===== config.mk =====
export PLATFORM = sky130hd
export DESIGN_NAME = asu_serial_port
export DESIGN_NICKNAME = d
export VERILOG_FILES = /design/src/hdl/asu_pkg.sv /design/src/hdl/asu_serial_port.sv
export VERILOG_INCLUDE_DIRS = /design/src /design/src/hdl
export SDC_FILE = /design/constraint.sdc
export NUM_CORES = 1
export LEC_CHECK = 0
export BUFFER_PORTS_ARGS = -buffer_cell sky130_fd_sc_hd__buf_2
export CAP_MARGIN = 20
export CORE_ASPECT_RATIO = 0.75
export CORE_MARGIN = 2
export CORE_UTILIZATION = 35
export CTS_CLUSTER_SIZE = 25
export DETAILED_ROUTE_END_ITERATION = 10
export PLACE_DENSITY = 0.57
export SYNTH_ARGS = -nofsm -noshare
export SYNTH_HDL_FRONTEND = slang
export SYNTH_SLANG_ARGS = --single-unit

===== constraint.sdc =====
create_clock -name aclk -period 4.75 [get_ports aclk]
set_input_delay 0.475 -clock aclk [delete_from_list [all_inputs] [get_ports aclk]]
set_output_delay 0.475 -clock aclk [all_outputs]
set_load 0.05 [all_outputs]

===== src/hdl/asu_defines.svh =====
// Register offsets, field positions, reset values and timing counts.
`ifndef ASU_DEFINES_SVH
`define ASU_DEFINES_SVH
`define ASU_OFF_RX_STATUS_CONTROL 8'h00
`define ASU_OFF_TX_HOLDING 8'h04
`define ASU_OFF_TX_STATUS_CONTROL 8'h08
`define ASU_OFF_BAUD_CONTROL 8'h0C
`define ASU_OFF_BAUD_DIVISOR_HIGH 8'h10
`define ASU_OFF_BAUD_DIVISOR_LOW 8'h14
`define ASU_OFF_RX_HOLDING 8'h18
`define ASU_OFF_PERIPHERAL_FLAGS 8'h1C
`define ASU_OFF_PERIPHERAL_IRQ_ENABLES 8'h20
// rx_status_control fields.
`define ASU_RS_PORT_ENABLE 7
`define ASU_RS_RX_NINE 6
`define ASU_RS_SINGLE_RX 5
`define ASU_RS_CONT_RX 4
`define ASU_RS_ADDR_DET 3
`define ASU_RS_FRAMING 2
`define ASU_RS_OVERRUN 1
`define ASU_RS_RX_NINTH 0
// tx_status_control fields.
`define ASU_TS_TX_NINE 6
`define ASU_TS_TX_ENABLE 5
`define ASU_TS_SYNC_MODE 4
`define ASU_TS_HIGH_SPEED 2
`define ASU_TS_SHIFT_EMPTY 1
`define ASU_TS_TX_NINTH 0
// baud_control fields.
`define ASU_BC_RX_IDLE 6
`define ASU_BC_WIDE_BAUD 3
`define ASU_BC_WAKEUP 1
// peripheral_flags and peripheral_irq_enables fields.
`define ASU_PF_RX_READY 5
`define ASU_PF_TX_EMPTY 4
`define ASU_RESET_BYTE 8'h00
`define ASU_TS_RESET 8'h02
// Instruction cycle is four clocks; the empty flag settles after two.
`define ASU_ICYCLE_CLKS 4
`define ASU_TX_BUFFER_EMPTY_FLAG_SETTLE_CLKS (2 * `ASU_ICYCLE_CLKS)
`endif


===== src/hdl/asu_pkg.sv =====
// Types shared by the serial port design.
package asu_pkg;
  typedef enum logic [1:0] {
    ASU_TX_IDLE,
    ASU_TX_START,
    ASU_TX_DATA,
    ASU_TX_STOP
  } asu_tx_state_t;
  typedef enum logic [2:0] {
    ASU_RX_IDLE,
    ASU_RX_START,
    ASU_RX_DATA,
    ASU_RX_STOP,
    ASU_RX_WAKE_LOW
  } asu_rx_state_t;
  typedef struct packed {
    logic [7:0] data;
    logic ninth;
  } asu_char_t;
endpackage


===== src/hdl/asu_serial_port.sv =====
// Asynchronous serial transmitter and receiver with wake-up, AXI4-Lite regs.
//
// Overview of operation
// RULE1 - Shift register loads only after stop bit.
// RULE2 - After stop, pending holding byte moves in.
// RULE3 - Transfer takes one cycle, sets empty flag.
// RULE4 - Empty flag cleared only by holding write.
// RULE5 - Empty flag valid two instruction cycles later.
// RULE6 - Shift empty status bit, no interrupt.
// RULE7 - Setting transmit enable sets empty flag.
// RULE8 - Sync clear, port enable set: async pins.
// RULE9 - Ninth transmit bit sent when enabled.
// RULE10 - Holding write starts transmission when enabled.
// RULE11 - Receiver samples pin at sixteen times baud.
// RULE12 - Receive only while continuous receive set.
// RULE13 - Complete character sets ready, gated interrupt.
// RULE14 - Status shows ninth bit and error flags.
// RULE15 - Received byte read from receive holding.
// RULE16 - Clearing continuous receive clears errors.
// RULE17 - Address detect filters; cleared passes all.
// RULE18 - Wake-up enable holds receiver idle watching.
// RULE19 - Wake-up is falling edge, async only; wake_flag also sets with the port off or in sync mode.
// RULE20 - Wake-up event sets receive ready flag.
// RULE21 - Reading receive holding clears wake-up flag.
// RULE22 - Rising edge after wake clears enable.
// RULE23 - Frame: start, eight/nine data, stop, LSB first.
// RULE24 - Generator ticks at sixteen or sixty-four.
// RULE25 - Transmitter and receiver independent, shared baud.
// RULE26 - Address detect loads only ninth-bit-set characters.
// RULE27 - Low stop framing error; full buffer overrun.
// RULE28 - Transmit pin idles high.
//
// The placing of the registers and the AXI4-Lite register port were left to the implementer.
`timescale 1ns/100ps
`default_nettype none
`include "asu_defines.svh"

module asu_serial_port (
  input wire logic aclk, // System clock, 200 MHz.
  input wire logic aresetn, // Synchronous reset, active low.
  input wire logic [7:0] s_axi_awaddr, // Write address.
  input wire logic s_axi_awvalid, // Write address valid.
  output logic s_axi_awready, // Write address ready.
  input wire logic [31:0] s_axi_wdata, // Write data.
  input wire logic [3:0] s_axi_wstrb, // Write byte strobes.
  input wire logic s_axi_wvalid, // Write data valid.
  output logic s_axi_wready, // Write data ready.
  output logic [1:0] s_axi_bresp, // Write response.
  output logic s_axi_bvalid, // Write response valid.
  input wire logic s_axi_bready, // Write response ready.
  input wire logic [7:0] s_axi_araddr, // Read address.
  input wire logic s_axi_arvalid, // Read address valid.
  output logic s_axi_arready, // Read address ready.
  output logic [31:0] s_axi_rdata, // Read data.
  output logic [1:0] s_axi_rresp, // Read response.
  output logic s_axi_rvalid, // Read data valid.
  input wire logic s_axi_rready, // Read data ready.
  input wire logic rx_pin, // Receive pin.
  output logic tx_pin, // Transmit pin.
  output logic tx_irq, // Transmit buffer empty request.
  output logic rx_irq // Receive ready request.
);

  // ==========================================================
  // Registers
  logic [7:0] rx_status_control;
  logic [7:0] tx_status_control;
  logic [7:0] baud_control;
  logic [7:0] baud_divisor_high;
  logic [7:0] baud_divisor_low;
  logic [7:0] tx_holding;
  logic [7:0] peripheral_irq_enables;
  asu_pkg::asu_char_t rx_holding;
  logic tx_buffer_empty_flag;
  logic tx_pending;
  logic rx_full;
  logic framing_error;
  logic overrun_error;
  logic wake_flag;
  logic [3:0] settle_cnt;

  // ==========================================================
  // AXI4-Lite slave
  logic [7:0] aw_addr;
  logic aw_held;
  logic [31:0] w_data;
  logic [3:0] w_strb;
  logic w_held;
  logic [31:0] rdata_mux;
  logic rd_hit;
  wire do_write = aw_held && w_held && !s_axi_bvalid;
  wire wr_lane = w_strb[0];
  wire wr_rsc = do_write && wr_lane && aw_addr == `ASU_OFF_RX_STATUS_CONTROL;
  wire wr_txh = do_write && wr_lane && aw_addr == `ASU_OFF_TX_HOLDING;
  wire wr_tsc = do_write && wr_lane && aw_addr == `ASU_OFF_TX_STATUS_CONTROL;
  wire wr_bc = do_write && wr_lane && aw_addr == `ASU_OFF_BAUD_CONTROL;
  wire wr_bdh = do_write && wr_lane && aw_addr == `ASU_OFF_BAUD_DIVISOR_HIGH;
  wire wr_bdl = do_write && wr_lane && aw_addr == `ASU_OFF_BAUD_DIVISOR_LOW;
  wire wr_pie = do_write && wr_lane &&
    aw_addr == `ASU_OFF_PERIPHERAL_IRQ_ENABLES;
  wire wr_hit = aw_addr == `ASU_OFF_RX_STATUS_CONTROL ||
    aw_addr == `ASU_OFF_TX_HOLDING || aw_addr == `ASU_OFF_TX_STATUS_CONTROL ||
    aw_addr == `ASU_OFF_BAUD_CONTROL || aw_addr == `ASU_OFF_BAUD_DIVISOR_HIGH ||
    aw_addr == `ASU_OFF_BAUD_DIVISOR_LOW || aw_addr == `ASU_OFF_RX_HOLDING ||
    aw_addr == `ASU_OFF_PERIPHERAL_FLAGS ||
    aw_addr == `ASU_OFF_PERIPHERAL_IRQ_ENABLES;
  wire rd_take = s_axi_arvalid && s_axi_arready;
  wire rd_rxh = rd_take && s_axi_araddr == `ASU_OFF_RX_HOLDING;

  assign s_axi_awready = !aw_held;
  assign s_axi_wready = !w_held;
  assign s_axi_arready = !s_axi_rvalid;

  always_ff @(posedge aclk) begin
    if (!aresetn) begin
      aw_held <= 1'b0;
      w_held <= 1'b0;
      aw_addr <= 8'h00;
      w_data <= 32'h0000_0000;
      w_strb <= 4'h0;
      s_axi_bvalid <= 1'b0;
      s_axi_bresp <= 2'b00;
    end else begin
      if (s_axi_awvalid && !aw_held) begin
        aw_held <= 1'b1;
        aw_addr <= {s_axi_awaddr[7:2], 2'b00};
      end
      if (s_axi_wvalid && !w_held) begin
        w_held <= 1'b1;
        w_data <= s_axi_wdata;
        w_strb <= s_axi_wstrb;
      end
      if (do_write) begin
        s_axi_bvalid <= 1'b1;
        s_axi_bresp <= wr_hit ? 2'b00 : 2'b10;
        aw_held <= 1'b0;
        w_held <= 1'b0;
      end else if (s_axi_bvalid && s_axi_bready) begin
        s_axi_bvalid <= 1'b0;
      end
    end
  end

  always_comb begin
    rd_hit = 1'b1;
    rdata_mux = 32'h0000_0000;
    unique case ({s_axi_araddr[7:2], 2'b00})
      `ASU_OFF_RX_STATUS_CONTROL: rdata_mux[7:0] = {rx_status_control[7:3],
        framing_error, overrun_error, rx_holding.ninth}; // RULE14
      `ASU_OFF_TX_HOLDING: rdata_mux[7:0] = tx_holding;
      `ASU_OFF_TX_STATUS_CONTROL: rdata_mux[7:0] = tx_status_control;
      `ASU_OFF_BAUD_CONTROL: rdata_mux[7:0] = baud_control;
      `ASU_OFF_BAUD_DIVISOR_HIGH: rdata_mux[7:0] = baud_divisor_high;
      `ASU_OFF_BAUD_DIVISOR_LOW: rdata_mux[7:0] = baud_divisor_low;
      `ASU_OFF_RX_HOLDING: rdata_mux[7:0] = rx_holding.data; // RULE15
      `ASU_OFF_PERIPHERAL_FLAGS: begin
        rdata_mux[`ASU_PF_RX_READY] = rx_full || wake_flag;
        rdata_mux[`ASU_PF_TX_EMPTY] = tx_buffer_empty_flag;
      end
      `ASU_OFF_PERIPHERAL_IRQ_ENABLES: rdata_mux[7:0] = peripheral_irq_enables;
      default: rd_hit = 1'b0;
    endcase
  end

  always_ff @(posedge aclk) begin
    if (!aresetn) begin
      s_axi_rvalid <= 1'b0;
      s_axi_rdata <= 32'h0000_0000;
      s_axi_rresp <= 2'b00;
    end else if (rd_take) begin
      s_axi_rvalid <= 1'b1;
      s_axi_rdata <= rdata_mux;
      s_axi_rresp <= rd_hit ? 2'b00 : 2'b10;
    end else if (s_axi_rready) begin
      s_axi_rvalid <= 1'b0;
    end
  end

  // ==========================================================
  // Control decode and baud generator
  wire port_on = rx_status_control[`ASU_RS_PORT_ENABLE] &&
    !tx_status_control[`ASU_TS_SYNC_MODE]; // RULE8 RULE19
  wire tx_on = port_on && tx_status_control[`ASU_TS_TX_ENABLE];
  wire cont_rx = rx_status_control[`ASU_RS_CONT_RX];
  wire wakeup_enable = baud_control[`ASU_BC_WAKEUP];
  wire nine_rx = rx_status_control[`ASU_RS_RX_NINE];
  wire addr_det = rx_status_control[`ASU_RS_ADDR_DET];
  wire high_speed = tx_status_control[`ASU_TS_HIGH_SPEED];
  wire wide_brg = baud_control[`ASU_BC_WIDE_BAUD];
  // Generator runs at x16 when either speed bit is set, otherwise x64.
  wire fast_gen = high_speed || wide_brg; // RULE24
  wire [15:0] divisor = wide_brg ? {baud_divisor_high, baud_divisor_low} :
    {8'h00, baud_divisor_low};
  logic [15:0] brg_cnt;
  logic [1:0] pre_cnt;
  wire brg_tick = brg_cnt == 16'h0000;
  // Sample tick at sixteen times the bit rate, shared by both sides.
  wire os_tick = brg_tick && (fast_gen || pre_cnt == 2'h3); // RULE11 RULE25

  always_ff @(posedge aclk) begin
    if (!aresetn || !port_on) begin
      brg_cnt <= 16'h0000;
      pre_cnt <= 2'h0;
    end else begin
      brg_cnt <= brg_tick ? divisor : brg_cnt - 16'h0001;
      if (brg_tick) begin
        pre_cnt <= pre_cnt + 2'h1;
      end
    end
  end

  // ==========================================================
  // Software register writes
  wire wake_rise;
  wire tx_state_idle;
  wire tx_load;
  wire rx_idle;
  always_ff @(posedge aclk) begin
    if (!aresetn) begin
      rx_status_control <= `ASU_RESET_BYTE;
      tx_status_control <= `ASU_TS_RESET;
      baud_control <= `ASU_RESET_BYTE;
      baud_divisor_high <= `ASU_RESET_BYTE;
      baud_divisor_low <= `ASU_RESET_BYTE;
      peripheral_irq_enables <= `ASU_RESET_BYTE;
    end else begin
      if (wr_rsc) begin
        rx_status_control <= {w_data[7:3], 3'b000};
      end
      if (wr_tsc) begin
        tx_status_control <= {w_data[7:2], 1'b0, w_data[0]};
      end
      tx_status_control[`ASU_TS_SHIFT_EMPTY] <= tx_state_idle &&
        !tx_load; // RULE6
      if (wr_bc) begin
        baud_control <= {1'b0, 1'b0, 1'b0, w_data[4:3], 1'b0, w_data[1], 1'b0};
      end
      if (wake_rise) begin
        baud_control[`ASU_BC_WAKEUP] <= 1'b0; // RULE22
      end
      baud_control[`ASU_BC_RX_IDLE] <= rx_idle;
      if (wr_bdh) begin
        baud_divisor_high <= w_data[7:0];
      end
      if (wr_bdl) begin
        baud_divisor_low <= w_data[7:0];
      end
      if (wr_pie) begin
        peripheral_irq_enables <= w_data[7:0];
      end
    end
  end

  // ==========================================================
  // Transmitter
  asu_pkg::asu_tx_state_t tx_state;
  logic [8:0] tx_shift_register;
  logic [3:0] tx_bit;
  logic [3:0] tx_os;
  logic tx_ninth_latched;
  logic tx_on_q;
  assign tx_state_idle = tx_state == asu_pkg::ASU_TX_IDLE;
  wire tx_nine = tx_status_control[`ASU_TS_TX_NINE];
  wire tx_bit_end = os_tick && tx_os == 4'hF;
  // Holding moves in only when the shifter is idle or the stop bit ends.
  wire stop_done = tx_state == asu_pkg::ASU_TX_STOP && tx_bit_end; // RULE1
  assign tx_load = tx_on && tx_pending &&
    (tx_state_idle || stop_done); // RULE2
  wire [3:0] tx_last = tx_nine ? 4'd8 : 4'd7;
  wire txh_write = wr_txh && tx_on;

  always_ff @(posedge aclk) begin
    if (!aresetn || !tx_on) begin
      tx_state <= asu_pkg::ASU_TX_IDLE;
      tx_shift_register <= 9'h1FF;
      tx_bit <= 4'h0;
      tx_os <= 4'h0;
      tx_pin <= 1'b1; // RULE28
    end else if (tx_load) begin
      tx_state <= asu_pkg::ASU_TX_START; // RULE3 RULE10
      tx_shift_register <= {tx_status_control[`ASU_TS_TX_NINTH], tx_holding};
      tx_os <= 4'h0;
      tx_bit <= 4'h0;
      tx_pin <= 1'b0; // RULE23
    end else begin
      if (os_tick) begin
        tx_os <= tx_os + 4'h1;
      end
      unique case (tx_state)
        asu_pkg::ASU_TX_IDLE: tx_pin <= 1'b1;
        asu_pkg::ASU_TX_START: if (tx_bit_end) begin
          tx_state <= asu_pkg::ASU_TX_DATA;
          tx_pin <= tx_shift_register[0]; // RULE23
        end
        asu_pkg::ASU_TX_DATA: if (tx_bit_end) begin
          tx_shift_register <= {1'b1, tx_shift_register[8:1]};
          tx_bit <= tx_bit + 4'h1;
          if (tx_bit == tx_last) begin
            tx_state <= asu_pkg::ASU_TX_STOP;
            tx_pin <= 1'b1;
          end else begin
            tx_pin <= tx_shift_register[1]; // RULE9
          end
        end
        asu_pkg::ASU_TX_STOP: if (tx_bit_end) begin
          tx_state <= asu_pkg::ASU_TX_IDLE;
        end
      endcase
    end
  end

  always_ff @(posedge aclk) begin
    if (!aresetn) begin
      tx_holding <= `ASU_RESET_BYTE;
      tx_pending <= 1'b0;
      tx_buffer_empty_flag <= 1'b0;
      settle_cnt <= 4'h0;
      tx_on_q <= 1'b0;
    end else begin
      tx_on_q <= tx_on;
      if (txh_write) begin
        tx_holding <= w_data[7:0];
        tx_pending <= 1'b1;
        settle_cnt <= 4'(`ASU_TX_BUFFER_EMPTY_FLAG_SETTLE_CLKS); // RULE5
      end else if (tx_load || !tx_on) begin
        tx_pending <= 1'b0;
      end
      if (settle_cnt != 4'h0) begin
        settle_cnt <= settle_cnt - 4'h1;
      end
      if (tx_on && !tx_on_q) begin
        tx_buffer_empty_flag <= 1'b1; // RULE7
      end else if (settle_cnt == 4'h1) begin
        tx_buffer_empty_flag <= !tx_pending; // RULE4 RULE5
      end else if (tx_load && settle_cnt == 4'h0) begin
        tx_buffer_empty_flag <= 1'b1; // RULE3
      end
    end
  end

  // ==========================================================
  // Receiver
  asu_pkg::asu_rx_state_t rx_state;
  logic [8:0] rx_shift;
  logic [3:0] rx_bit;
  logic [3:0] rx_os;
  logic rx_prev;
  assign rx_idle = rx_state == asu_pkg::ASU_RX_IDLE;
  wire rx_mid = os_tick && rx_os == 4'h7;
  wire [3:0] rx_last = nine_rx ? 4'd8 : 4'd7;
  wire rx_fall = rx_prev && !rx_pin;
  assign wake_rise = rx_state == asu_pkg::ASU_RX_WAKE_LOW && rx_pin;
  wire rx_en = port_on && cont_rx; // RULE12
  wire [8:0] rx_word = nine_rx ? rx_shift : {1'b0, rx_shift[8:1]};
  wire rx_done = rx_state == asu_pkg::ASU_RX_STOP && rx_mid;
  wire rx_accept = !addr_det || !nine_rx || rx_word[8]; // RULE17 RULE26

  always_ff @(posedge aclk) begin
    if (!aresetn) begin
      rx_prev <= 1'b1;
    end else begin
      rx_prev <= rx_pin;
    end
  end

  always_ff @(posedge aclk) begin
    if (!aresetn || !port_on) begin
      rx_state <= asu_pkg::ASU_RX_IDLE;
      rx_shift <= 9'h000;
      rx_bit <= 4'h0;
      rx_os <= 4'h0;
    end else if (wakeup_enable) begin
      rx_os <= 4'h0;
      rx_state <= (rx_state == asu_pkg::ASU_RX_WAKE_LOW || rx_fall) ?
        asu_pkg::ASU_RX_WAKE_LOW : asu_pkg::ASU_RX_IDLE; // RULE18 RULE19
      if (wake_rise) begin
        rx_state <= asu_pkg::ASU_RX_IDLE; // RULE22
      end
    end else begin
      if (os_tick) begin
        rx_os <= rx_mid ? 4'h8 : rx_os + 4'h1;
      end
      unique case (rx_state)
        asu_pkg::ASU_RX_IDLE: if (rx_en && !rx_pin) begin
          rx_state <= asu_pkg::ASU_RX_START;
          rx_os <= 4'h0;
        end
        asu_pkg::ASU_RX_START: if (rx_mid) begin
          rx_state <= rx_pin ? asu_pkg::ASU_RX_IDLE : asu_pkg::ASU_RX_DATA;
          rx_bit <= 4'h0;
        end
        asu_pkg::ASU_RX_DATA: if (rx_mid) begin
          rx_shift <= {rx_pin, rx_shift[8:1]}; // RULE23
          rx_bit <= rx_bit + 4'h1;
          if (rx_bit == rx_last) begin
            rx_state <= asu_pkg::ASU_RX_STOP;
          end
        end
        asu_pkg::ASU_RX_STOP: if (rx_mid) begin
          rx_state <= asu_pkg::ASU_RX_IDLE;
        end
        asu_pkg::ASU_RX_WAKE_LOW: rx_state <= asu_pkg::ASU_RX_IDLE;
      endcase
    end
  end

  always_ff @(posedge aclk) begin
    if (!aresetn) begin
      rx_holding <= '0;
      rx_full <= 1'b0;
      framing_error <= 1'b0;
      overrun_error <= 1'b0;
      wake_flag <= 1'b0;
    end else begin
      if (rd_rxh) begin
        rx_full <= 1'b0;
        wake_flag <= 1'b0; // RULE21
      end
      if (wakeup_enable && rx_fall && rx_state != asu_pkg::ASU_RX_WAKE_LOW) begin
        wake_flag <= 1'b1; // RULE20
      end
      if (rx_done && rx_accept && !overrun_error) begin
        if (rx_full && !rd_rxh) begin
          overrun_error <= 1'b1; // RULE27
        end else begin
          rx_holding.data <= rx_word[7:0]; // RULE15
          rx_holding.ninth <= rx_word[8]; // RULE14
          rx_full <= 1'b1; // RULE13
          framing_error <= !rx_pin; // RULE27
        end
      end
      if (!cont_rx) begin
        framing_error <= 1'b0; // RULE16
        overrun_error <= 1'b0; // RULE16
      end
    end
  end

  // ==========================================================
  // Interrupt request gating
  always_ff @(posedge aclk) begin
    if (!aresetn) begin
      tx_irq <= 1'b0;
      rx_irq <= 1'b0;
    end else begin
      tx_irq <= tx_buffer_empty_flag &&
        peripheral_irq_enables[`ASU_PF_TX_EMPTY]; // RULE3
      rx_irq <= (rx_full || wake_flag) &&
        peripheral_irq_enables[`ASU_PF_RX_READY]; // RULE13
    end
  end

endmodule // asu_serial_port
`default_nettype wire


==> results of run 1 <==
## worst max-delay path, delay by kind of cell, from the launching register on
family	cells	cell delay, ns
flip-flops	1	0.36
buffers and inverters	1	0.07
AND/OR/NAND/NOR	3	1.23
adder cells (fa/ha/maj)	1	0.17
AO/OA/AOI/OAI	2	0.91
## cell usage after synthesis (8+ instances only)
library cell / number
mux2_2: 15
o21ai_0: 27
xnor2_1: 14
dfxtp_1: 159
nor3_1: 20
nand2_1: 96
a21oi_1: 36
nor2_1: 117
ha_1: 11
and3_1: 8
a211oi_1: 10
mux2i_1: 79
a22oi_1: 17
clkbuf_1: 31
nand3_1: 32
buf_4: 27
inv_1: 15
## kinds of logic after synthesis
| kind of cell | share of synthesized area |
|---|---|
| multiplexers | 0.1364 |
| other | 0.0004979 |
| buffers and inverters | 0.05649 |
| AO/OA/AOI/OAI | 0.1249 |
| XOR/XNOR | 0.02210 |
| flip-flops | 0.4227 |
| AND/OR/NAND/NOR | 0.2186 |
| adder cells (fa/ha/maj) | 0.01828 |
## state kept, by name (all words and copies together) (netlist names), 9 cells and up
register           cells
tx_shift_register      9
brg_cnt               16
rx_shift               9
rx_holding             9
## area by class of cell
cell class	instances	area, sq um
fill	2133	12610
multi-input combinational	631	4016
sequential	159	3183
clock buffer	17	425.4
tap	288	360.3
timing repair buffer	55	292.8
clock inverter	15	173.9
inverter	15	56.30
## how the worst max path moves through the flow
stage / cells past startpoint / endpoint / startpoint / slack (ns)
floorplan: 8 / rx_shift[2] / brg_cnt[0] / 2.59
CTS: 8 / tx_shift_register[5] / brg_cnt[0] / 1.60
finish: 7 / tx_os[3] / brg_cnt[0] / 1.86
detailed placement: 8 / tx_shift_register[5] / brg_cnt[0] / 1.65
global route: 7 / tx_os[3] / brg_cnt[0] / 1.55
global placement: 8 / tx_shift_register[5] / brg_cnt[0] / 1.69
## power groups by stage
stage	Combinational, W	Sequential (W)	Clock [W]
2_1_floorplan	0.000127	0.00139	0
3_3_place_gp	0.000148	0.00139	0
3_5_place_dp	0.000149	0.00139	0
4_1_cts	0.000150	0.00136	0.00143
5_1_grt	0.000161	0.00137	0.00150
6_report	0.000150	0.00136	0.00141
## layer usage
layer,vias to the layer above,track usage,part of all wire
li1,3020,-,-
met1,2849,0.2618,0.55
met2,103,0.2318,0.40
met3,10,0.04138,0.045
met4,0,0.03739,0.0079
met5,-,0,0
## through the flow
step | hold WS [ns] | util | cells
2_1_floorplan | 0.4220 | - | 873
3_3_place_gp | 0.4463 | 0.3741 | 1147
3_5_place_dp | 0.4535 | 0.3741 | 1147
4_1_cts | 0.2101 | 0.4024 | 1179
5_1_grt | 0.2112 | 0.4028 | 1180
6_report | 0.2223 | 0.4028 | 1180
==> results.md, run 1 <==
- The flow ran to the end, and the final reports show no timing, DRC or antenna violations.
- The worst setup path is launched from a register.
- The H-tree depth is 4.
- The final global-route overflow total is 0.
- The count of pins over their slew limit came to 0.
- The clock passes through at most 2 buffers.
- The post-cts sizing count is 0.
- The placed wire-length estimate is about 13000 um.
- In the post-route analysis, the smallest setup slack over all paths is 1.861 ns.
- Clock tree synthesis found a total of roughly 160 sinks.
- The final antenna-violating net count is 0.
- The starting utilization of the core area is 0.3565.
- Headroom to the max-slew limit came out at 0.2959.
- In this run the power spent charging and discharging nets is 0.0007526 W.
- After layout, the design draws a total of between 0.002 and 0.003 W.
- The initial antenna violation count is 0.
- The tightest min-delay check is of the input pin to register type.
- The setup violation total in the final timing report is 0.
- The leakage power summed over all cells is 3.444 nW.
- The flip-flop and latch count after synthesis is 159.
- The number of buffers created by CTS is 17.
- The height of the chip is 131.0 um.
- Between clock sinks in the finished design, the worst skew comes to roughly 0.013 ns.
- Clock latency on the worst-skew pair, taken at its later pin, is 0.43 ns.
- The hold violation count in the final report is 0.
- The path type of the worst setup path is register to register.
- At the placement stage, the worst setup path has a slack of 1.652 ns.
- The mapped netlist covers 7531 sq um.
- The power per unit of standard cell area is between 300 and 400 nW/um^2.
- The maximum fanout encountered on the critical timing path is 9.
- CTS placed an instance of clkbuf_16 at the clock tree root.
- Summed over all failing endpoints, the final setup total negative slack is 0 ns.
- The number of enable-type register cells in the synthesized netlist is 0.
- The data required time of the worst path is 5.05 ns.
- The number of cells produced by synthesis is around 850.
- The slew at the pin closest to its max-slew limit is 1.047 ns.
- The first global-routing pass estimated 29980 um of wire.
- The number of input and output port buffers inserted is 48.
- The post-synthesis sequential area ratio is 0.4227.
- The launch point of the worst hold path is s_axi_rready.
- The element type at the critical path end is a register.
- 0 antenna diodes ended up in the layout.
- The overall die area is approximately 23000 sq um.
- Routability-driven placement finished with a final weighted congestion of just over 0.8.
- Of the total power, registers draw 0.467.
- The first TritonRoute pass finished after 4 iterations.
- The warning count from the yosys run is 0.
- The number of remaining DRC errors is 0.
- The most common library cell in the layout ignoring fill and taps is dfxtp_1.
- For this design, the slowest cell found on the critical path is o21ai_1.
- The portion of total power attributed to combinational logic is 0.051.
- Of all flip-flops after synthesis, the portion carrying an async set or reset was 0.
- Cell internal power was estimated by the tool at about 0.0022 W.
- Of the available clock period, the critical path in the final layout requires 0.6082.
- Of the total power, the clock network draws 0.482.
- In the global route stage, overall resource usage came out at 0.1691.
- The post-synthesis cell type with the largest combined area is dfxtp_1.
- After detailed routing, the number of vias per cell comes to between 5 and 6.
- Ranked by total cell area, the synthesized netlist is headed by dfxtp_1 (42%), mux2i_1 (11%), nor2_1 (5.8%), nand2_1 (4.8%), buf_4 (2.7%).
- The via count of the first global-routing pass is 5362.
- The design area is between 8000 and 9000 sq um.
- The cell depth of the worst flop-to-flop path is 7.
- The synthesis-to-layout area growth is 12.98%.
- The signal on the critical path passes through inv_1 > ha_1 > nor3b_2 > and4_1 > a31oi_1 > o21ai_1 > nor2_1.
- After clock tree synthesis, the clock-pin slew on the worst setup and hold paths is 0.08 ns.
- The worst ir drop on vdd is 260.5 uV.
- The worst flop-to-flop path endpoint is tx_os[3].
- The total setup buffers inserted after CTS is 0.
- 104 I/O pins were placed.
- After floorplanning, the core was sized to cover 21120 sq um.
- Of the total power, the share spent switching nets is 0.2574.
- The most common flop cell mapped by yosys is dfxtp_1.
- The TritonCTS clock tree is built.
- The average detailed-routed wire length per instance is ~16 um.
- The hold-fix buffer count after cts is 0.
- Once placement finished, the instance area stood at a little under 8000 sq um.
- The DRC violation total after the first TritonRoute iteration is ~420.
- The highest achievable clock rate is 346.1 MHz.
- The routed wire length is 18810 um.
- The via count is about 6.0k.
- The maximum cell stage delay along the critical path is about 0.60 ns.
- The source of the worst register-to-register timing path is brg_cnt[0].
- Averaged over all synthesized cells, the footprint is 8.881 sq um.
- The number of cell rows is 46.
- At the end of the flow, the number of nets in the layout was 950.
- Setup repair after global routing left no endpoint under its margin.
- Measured along the x axis, the die boundary spans around 170 um.
- The library cells used most frequently in the layout, excluding fill and tap cells, are dfxtp_1 (159), nor2_1 (117), nand2_1 (96).
- Data arrives at the worst endpoint at 3.19 ns.
- The number of distinct library cell variants in the gate-level netlist after synthesis is 72.
- Of the cells placed in the final design, the portion with a size suffix greater than 1 is 0.1379.
- The flop-to-flop setup slack is approximately 1.9 ns.
- The cell count of the worst hold path is 2.
- Entering global routing, the biggest net connects 65 pins.
- The final critical delay including setup and external delays is 2.889 ns.
- Max-cap violations in this run came to 0.
- The worst hold path terminates at s_axi_rvalid.
- The area fraction of the dominant cell type after synthesis is 0.4227.
Note: power is estimated with default switching activity, not from simulation.
==> run 2, diff against run 1 <==
Settings changed: ABC_AREA set to 1, PLACE_DENSITY 0.57 to 0.59.
Clock period 4.75 ns to 2.4 ns, I/O delays scaled along.
==> results.md, run 2 <==
- Run status: finished, final reports clean (unchanged).
- The final antenna-violating net count is 0 (unchanged).
- The xor-xnor portion of the synthesized cell area is 0.02077 (was 0.02210).
- The fraction of final layout cells sized beyond drive strength 1 is 0.1443 (was 0.1379).
- The class of the tightest hold or removal check was input pin to register (unchanged).
- The number of flip-flops under the largest register name was 16 (unchanged).
- The all-layer global routing usage is 0.1766 (was 0.1691).
- The sink of the worst hold path is aw_addr[6] (was s_axi_rvalid).
- The max-cap check violation count is 0 (unchanged).
- The power per unit of standard cell area is 656.7 nW/um^2 (was 343.6 nW/um^2).
- The via count of the first global-routing pass is 6025 (was 5362).
- By instance count, the cell type seen most on the critical path is nand2_4.
- The number of clock sinks is 159 (unchanged).
- Commonest cells after routing, fill and taps aside: dfxtp_1 (159), nor2_1 (147), nand2_1 (138) (was dfxtp_1 (159), nor2_1 (117), nand2_1 (96)).
- The instance count on the critical path is 12 (was 7).
- The critical path data arrival time is 2.53 ns (was 3.19 ns).
- The maximum clock skew at final layout is 0.008370 ns (was 0.01327 ns).
- The maximum fanout encountered on the critical timing path came to 19 (was 9).
- The average detailed-routed wire length per instance is 14.21 um (was 15.94 um).
- The launch point of the worst hold path is s_axi_awaddr[6] (was s_axi_rready).
- The cell with the most instances after synthesis is dfxtp_1 (unchanged).
- The area fraction of the dominant cell type after synthesis is 0.4194 (was 0.4227).
- The share of synthesized area spent on multiplexers is 0 (was 0.1364).
- The placeable core region was 21240 sq um (was 21120 sq um).
- The TritonCTS clock tree is built (unchanged).
- The number of cells produced by synthesis was 1029 (was 848).
- The number of buffer and inverter stages on the critical path is 1 (unchanged).
- The number of input and output port buffers inserted was 48 (unchanged).
- The number of remaining DRC errors is 0 (unchanged).
- The highest achievable clock rate was 460.5 MHz (was 346.1 MHz).
- The hold violation count in the final report is 0 (unchanged).
- The via count came to 6645 (was 5982).
- The start point of the critical path is brg_cnt[0] (unchanged).
- The largest register by flop count is brg_cnt (unchanged).
- The ratio of final minimum period to clock period is 0.9047 (was 0.6082).
- The post-synthesis compound-gate area fraction is 0.1886 (was 0.1249).
- The largest buffer count on any clock path came to 2 (unchanged).
- The starting utilization of the core area was 0.3574 (was 0.3565).
- The filler cell count in the final layout is 2215 (was 2133).
- The dominant combinational cell family by area after synthesis was simple AND/OR/NAND/NOR gates (unchanged).
- The slowest library cell on the worst path is dfxtp_1 (was o21ai_1).
- The leakage power summed over all cells is 3.616 nW (was 3.444 nW).
- The DRC violation total after the first TritonRoute iteration was 578 (was 423).
- The source of the worst register-to-register timing path is brg_cnt[0] (unchanged).
- The routed wire length came to 19750 um (was 18810 um).
- The dominant delay contributor by cell family on the critical path is simple AND/OR/NAND/NOR gates (unchanged).
- The H-tree depth came to 4 (unchanged).
- The I/O pin total came to 104 (unchanged).
- The first-pass GRT wire length is 32000 um (was 29980 um).
- The simple-gate portion of the synthesized area is 0.2399 (was 0.2186).
- The most common flop cell mapped by yosys is dfxtp_1 (unchanged).
- The detailed-route vias per instance is 4.781 (was 5.069).
- The element type at the critical path end is a register (unchanged).
- The warning count from the yosys run is 0 (unchanged).
- The hold-fix buffer count after cts is 1 (was 0).
- The placed wire-length estimate is 14610 um (was 13370 um).
- The global placer's final weighted congestion is 0.8844 (was 0.8133).
- The per-instance average area after synthesis is 7.376 sq um (was 8.881 sq um).
- The synthesis-to-layout area growth is 14.06% (was 12.98%).
- The overall die area is 22890 sq um (was 22720 sq um).
- The horizontal extent of the die is 174.0 um (was 173.4 um).
- The clock insertion delay at the later pin of the skew report came to 0.44 ns (was 0.43 ns).
- The maximum number of pins on one net before global-route repair was 72 (was 65).
- The share of flip-flops with an asynchronous set or reset is 0 (unchanged).
- The number of enable-type register cells in the synthesized netlist is 0 (unchanged).
- The count of pins over their slew limit was 0 (unchanged).
- The total setup buffers inserted after CTS was 0 (unchanged).
- Ordered cell list for the critical path: inv_1 > ha_1 > nand2_4 > nor2_4 > nand2_4 > nor2_4 > nand3_2 > nand2_4 > nand2_4 > nand2_4 > o21ai_0 > o211ai_1 (was inv_1 > ha_1 > nor3b_2 > and4_1 > a31oi_1 > o21ai_1 > nor2_1).
- The maximum cell stage delay along the critical path is 0.33 ns (was 0.60 ns).
- The sum of negative setup slack is 0 ns (unchanged).
- The most common library cell in the layout ignoring fill and taps is dfxtp_1 (unchanged).
- The normalized max-slew margin is 0.5907 (was 0.2959).
- Dominant cells by area after synthesis: dfxtp_1 (42%), nor2_1 (7.3%), nand2_1 (6.8%), o21ai_0 (6.8%), inv_1 (6.6%) (was dfxtp_1 (42%), mux2i_1 (11%), nor2_1 (5.8%), nand2_1 (4.8%), buf_4 (2.7%)).
- The design area is 8657 sq um (was 8508 sq um).
- The post-synthesis cell type with the largest combined area is dfxtp_1 (unchanged).
- The path type of the worst setup path is register to register (unchanged).
- The antenna cell count is 0 (unchanged).
- The number of cell rows is 46 (unchanged).
- The slew at the pin closest to its max-slew limit was 0.6139 ns (was 1.047 ns).
- Most numerous cell types in the synthesized netlist: dfxtp_1 (159), nor2_1 (147), nand2_1 (138), inv_1 (133), o21ai_0 (103) (was dfxtp_1 (159), nor2_1 (117), nand2_1 (96), mux2i_1 (79), a21oi_1 (36)).
- The total number of nets in the final design is 1160 (was 950).
- The cell count of the worst hold path is 3 (was 2).
- The setup violation total in the final timing report is 0 (unchanged).
- The root buffer cell is clkbuf_16 (unchanged).
- The element type at the critical path start is a register (unchanged).
- The hold slack is 0.02105 ns (was 0.2223 ns).
- The initial antenna violation count is 0 (unchanged).
- The number of distinct library cell variants in the gate-level netlist after synthesis was 46 (was 72).
- The flip-flop and latch count after synthesis is 159 (unchanged).
- The cell depth of the worst flop-to-flop path was 12 (was 7).
- The final global-route overflow total is 0 (unchanged).
- Unrepaired setup endpoints after global routing: false (unchanged).
- The flop-to-flop setup slack is 0.23 ns (was 1.86 ns).
- The post-cts sizing count is 0 (unchanged).
- The worst flop-to-flop path endpoint is tx_shift_register[4] (was tx_os[3]).
- The number of buffers created by CTS came to 17 (unchanged).
- The post-synthesis sequential area ratio came to 0.4194 (was 0.4227).
- The final critical delay including setup and external delays is 2.171 ns (was 2.889 ns).
- The post-synthesis adder-cell area fraction came to 0.01813 (was 0.01828).
- The data required time of the worst path is 2.76 ns (was 5.05 ns).
- The height of the chip came to 131.5 um (was 131.0 um).
- The post-synthesis cell area is 7590 sq um (was 7531 sq um).
- The number of detailed-routing iterations run before antenna repair is 6 (was 4).
- The clock-pin slew on the worst setup and hold paths came to 0.07 ns (was 0.08 ns).
- The worst ir drop on vdd is 450.9 uV (was 260.5 uV).
- The cell area reported after detailed placement is 8100 sq um (was 7901 sq um).
==> run 2: changes by cell type in the layout (fill, tap and decap cells not counted), moves of 10 or more <==
cell     before  now
buf_4         7   21
nand4_1       3   13
a21oi_1      36   93
inv_1        14  133
o21ai_0      27  103
nand2_1      96  138
a22oi_1      17    0
mux2_2       15    0
mux2i_1      79    0
nor2_1      117  147
==> run 2: worst max path at each step <==
stage / to / slack, ns
2_1_floorplan: rx_holding[7] / 0.38
3_3_place_gp: tx_shift_register[4] / 0.29
3_5_place_dp: tx_shift_register[4] / 0.25
4_1_cts: tx_shift_register[4] / 0.22
5_1_grt: tx_shift_register[4] / 0.04
6_report: tx_shift_register[4] / 0.23
==> run 2: layout make-up <==
type	count	area [sq um]	share of cell area
Multi-Input combinational cell	704	3645	0.4210
Sequential cell	159	3183	0.3677
Inverter	137	514.2	0.05940
Clock buffer	18	439.2	0.05073
Timing Repair Buffer	70	407.9	0.04712
Tap cell	288	360.3	0.04162
Clock inverter	14	107.6	0.01243
==> run 2: cell families (layout without fill, tap and decap cells) <==
kind of cell / count (synthesis) / after routing
AOI/OAI and AO/OA: 252 / 252
buffers and inverters: 191 / 239
other: 1 / 26
adders and majority gates: 11 / 11
DFF: 159 / 159
and+or+nand+nor: 397 / 397
xor gates and xnor gates: 18 / 18
==> run 2: layer usage <==
layer | GRT usage | routed length, um | up-vias
li1 | - | - | 3435
met1 | 0.2736 | 10590 | 3025
met2 | 0.2373 | 7728 | 159
met3 | 0.04080 | 1112 | 26
met4 | 0.05229 | 319 | 0
met5 | 0 | 0 | -
==> run 2: power by group <==
group	switching, W	internal, W	total (W)
clock	0.00118	0.00136	0.00254
sequential	0.0000543	0.00269	0.00275
combinational	0.000305	0.0000908	0.000396
==> run 2: worst reg2reg max path: stages, from the launching register on <==
cell,delay (ns)
dfxtp_1,0.33
inv_1,0.07
ha_1,0.26
nand2_4,0.10
nor2_4,0.15
nand2_4,0.11
nor2_4,0.21
nand3_2,0.15
nand2_4,0.13
nand2_4,0.14
nand2_4,0.21
o21ai_0,0.14
o211ai_1,0.09
==> run 2: through the flow <==
step / instances / worst slack, ns / total power (W) / utilization
final: 1390 / 0.2287 / 0.005685 / 0.4076
after global routing: 1390 / 0.03554 / 0.005910 / 0.4076
after CTS: 1390 / 0.2186 / 0.005732 / 0.4076
after detailed placement: 1357 / 0.2484 / 0.003198 / 0.3814
after global placement: 1357 / 0.2879 / 0.003195 / 0.3814
after floorplan: 1054 / 0.3843 / 0.003104 / -
==> run 3, diff against run 2 <==
Settings changed: CORE_ASPECT_RATIO 0.75 to 0.7, RECOVER_POWER set to 25.
==> results.md, run 3 (same netlist as run 2, synthesis figures left out) <==
- The initial antenna violation count is 0 (unchanged).
- The highest achievable clock rate is 474.2 MHz (was 460.5 MHz).
- The overall die area is 22900 sq um (was 22890 sq um).
- The horizontal extent of the die is 180.0 um (was 174.0 um).
- The critical path data arrival time came to 2.43 ns (was 2.53 ns).
- The clock-pin slew on the worst setup and hold paths was 0.07 ns (about the same).
- The clock insertion delay at the later pin of the skew report came to 0.43 ns (was 0.44 ns).
- The portion of total power attributed to sequential cells came to 0.461 (was 0.483).
- The design area is 8658 sq um (was 8657 sq um).
- The height of the chip came to 127.2 um (was 131.5 um).
- The footprint of the flip-flops and latches is 3183 sq um (unchanged).
- The synthesis-to-layout area growth is 14.08% (was 14.06%).
- The path type of the worst setup path is register to register (unchanged).
- The hold-fix buffer count after cts is 1 (unchanged).
- The placeable core region is 21450 sq um (was 21240 sq um).
- The max-cap check violation count was 0 (unchanged).
- The maximum clock skew at final layout is 0.01011 ns (was 0.008370 ns).
- The number of remaining DRC errors came to 0 (unchanged).
- The number of clock sinks is 159 (unchanged).
- The maximum fanout encountered on the critical timing path came to 14 (was 19).
- The antenna cell count is 0 (unchanged).
- The number of cell rows was 45 (was 46).
- The fraction of final layout cells sized beyond drive strength 1 came to 0.1222 (was 0.1443).
- The power per unit of standard cell area came to 687.4 nW/um^2 (was 656.7 nW/um^2).
- The setup violation total in the final timing report is 0 (unchanged).
- The filler cell count in the final layout came to 2209 (was 2215).
- The slew at the pin closest to its max-slew limit is 1.237 ns (was 0.6139 ns).
- The TritonCTS clock tree is built (unchanged).
- The worst ir drop on vdd was 477.7 uV (was 450.9 uV).
- The starting utilization of the core area was 0.3538 (was 0.3574).
- The I/O pin total is 104 (unchanged).
- The number of input and output port buffers inserted is 48 (unchanged).
- The final critical delay including setup and external delays is 2.109 ns (was 2.171 ns).
- The switching power summed over all nets came to 0.001505 W (was 0.001541 W).
- The ratio of final minimum period to clock period is 0.8787 (was 0.9047).
- The number of flip-flops under the largest register name is 16 (unchanged).
- The maximum number of pins on one net before global-route repair was 72 (unchanged).
- The portion of total power attributed to the clock network is 0.474 (was 0.447).
- The portion of total power attributed to combinational logic is 0.065 (was 0.070).
- Commonest cells after routing, fill and taps aside: dfxtp_1 (159), nor2_1 (147), nand2_1 (138) (unchanged).
- The element type at the critical path end is a register (unchanged).
- The detailed-route vias per instance is 4.839 (was 4.781).
- The final global-route overflow total is 0 (unchanged).
- The total area of multi-input combinational cells came to 3645 sq um (unchanged).
- The global placer's final weighted congestion came to 0.8777 (was 0.8844).
- The normalized max-slew margin was 0.1752 (was 0.5907).
- The number of detailed-routing iterations run before antenna repair is 6 (unchanged).
- The largest buffer count on any clock path is 2 (unchanged).
- The hold violation count in the final report is 0 (unchanged).
- The total setup buffers inserted after CTS is 0 (unchanged).
- The class of the tightest hold or removal check is input pin to register (unchanged).
- The final antenna-violating net count is 0 (unchanged).
- The average detailed-routed wire length per instance came to 14.40 um (was 14.21 um).
- The root buffer cell is clkbuf_16 (unchanged).
- The number of buffers created by CTS is 17 (unchanged).
- The routed wire length is 19860 um (was 19750 um).
- The total number of nets in the final design is 1156 (was 1160).
- The element type at the critical path start was a register (unchanged).
- The cell area reported after detailed placement came to 8075 sq um (was 8100 sq um).
- The via count of the first global-routing pass is 5908 (was 6025).
- The all-layer global routing usage came to 0.1774 (was 0.1766).
- The sum of negative setup slack came to 0 ns (unchanged).
- The DRC violation total after the first TritonRoute iteration is 561 (was 578).
- Unrepaired setup endpoints after global routing: false (unchanged).
- The most common library cell in the layout ignoring fill and taps is dfxtp_1 (unchanged).
- The via count is 6673 (was 6645).
- The data required time of the worst path is 2.72 ns (was 2.76 ns).
- The placed wire-length estimate is 14690 um (was 14610 um).
- Run status: finished, final reports clean (unchanged).
- The count of pins over their slew limit is 0 (unchanged).
- The H-tree depth is 4 (unchanged).
- The largest register by flop count was brg_cnt (unchanged).
- The leakage power summed over all cells is 3.556 nW (was 3.616 nW).
- The switching power share of the total is 0.2528 (was 0.2711).
- The post-cts sizing count was 0 (unchanged).
- The internal cell power is 0.004447 W (was 0.004144 W).
- The first-pass GRT wire length came to 32090 um (was 32000 um).
run 3: cell count changes in the layout (fill, tap and decap cells not counted), moves of 2 or more:
| cell | previous run | this run |
|---|---|---|
| clkbuf_1 | 0 | 20 |
| buf_2 | 48 | 30 |
| buf_4 | 21 | 14 |
| bufinv_16 | 0 | 3 |
| inv_6 | 5 | 2 |
| clkinvlp_4 | 3 | 1 |
run 3: critical path, stage by stage, from the launching register on:
cell	delay [ns]
dfxtp_1	0.32
inv_1	0.06
ha_1	0.27
nand2_4	0.11
nor2_4	0.13
nand2_4	0.14
nor2_4	0.21
nand2_4	0.11
nor2_4	0.14
nand2_2	0.10
buf_4	0.20
a211oi_2	0.16
nor2_1	0.06
run 3: layer usage:
layer	GRT usage	wire length (um)	up-vias
met4	0.04495	195	0
met2	0.2355	7575	207
met1	0.2783	10710	3020
met5	0	0	-
li1	-	-	3429
met3	0.04475	1374	17
run 3: per-stage QoR:
stage | hold slack (ns) | setup WS [ns] | std cells | power (W) | utilization
2_1_floorplan | 0.3538 | 0.3843 | 1054 | 0.003104 | -
3_3_place_gp | 0.4363 | 0.3118 | 1347 | 0.003184 | 0.3764
3_5_place_dp | 0.4404 | 0.2827 | 1347 | 0.003187 | 0.3764
4_1_cts | 0.01513 | 0.2704 | 1379 | 0.005992 | 0.4050
5_1_grt | 0.02794 | 0.07616 | 1379 | 0.006183 | 0.4036
6_report | 0.02737 | 0.2911 | 1379 | 0.005952 | 0.4036
run 3: worst paths after layout:
check | startpoint | endpoint | slack (ns) | cells past startpoint
worst max-delay path | brg_cnt[0] | rx_holding[3] | 0.29 | 12
worst min-delay path | s_axi_wdata[1] | w_data[1] | 0.03 | 3
worst max register to register | brg_cnt[0] | rx_holding[3] | 0.29 | 12
worst min register to register | peripheral_irq_enables[6] | peripheral_irq_enables[6] | 0.45 | 2
run 3: power by group through the flow:
| stage | sequential [W] | clock (W) | combinational (W) |
|---|---|---|---|
| floorplan | 0.00280 | 0 | 0.000308 |
| global placement | 0.00280 | 0 | 0.000381 |
| detailed placement | 0.00280 | 0 | 0.000385 |
| CTS | 0.00274 | 0.00286 | 0.000388 |
| global route | 0.00275 | 0.00300 | 0.000432 |
| finish | 0.00275 | 0.00282 | 0.000385 |
run 3: area by class of cell:
class / count / area share
Clock buffer: 19 / 0.05116
Clock inverter: 12 / 0.01835
Inverter: 137 / 0.05939
Multi-Input combinational cell: 704 / 0.4210
Sequential cell: 159 / 0.3676
Tap cell: 282 / 0.04075
Timing Repair Buffer: 66 / 0.04176
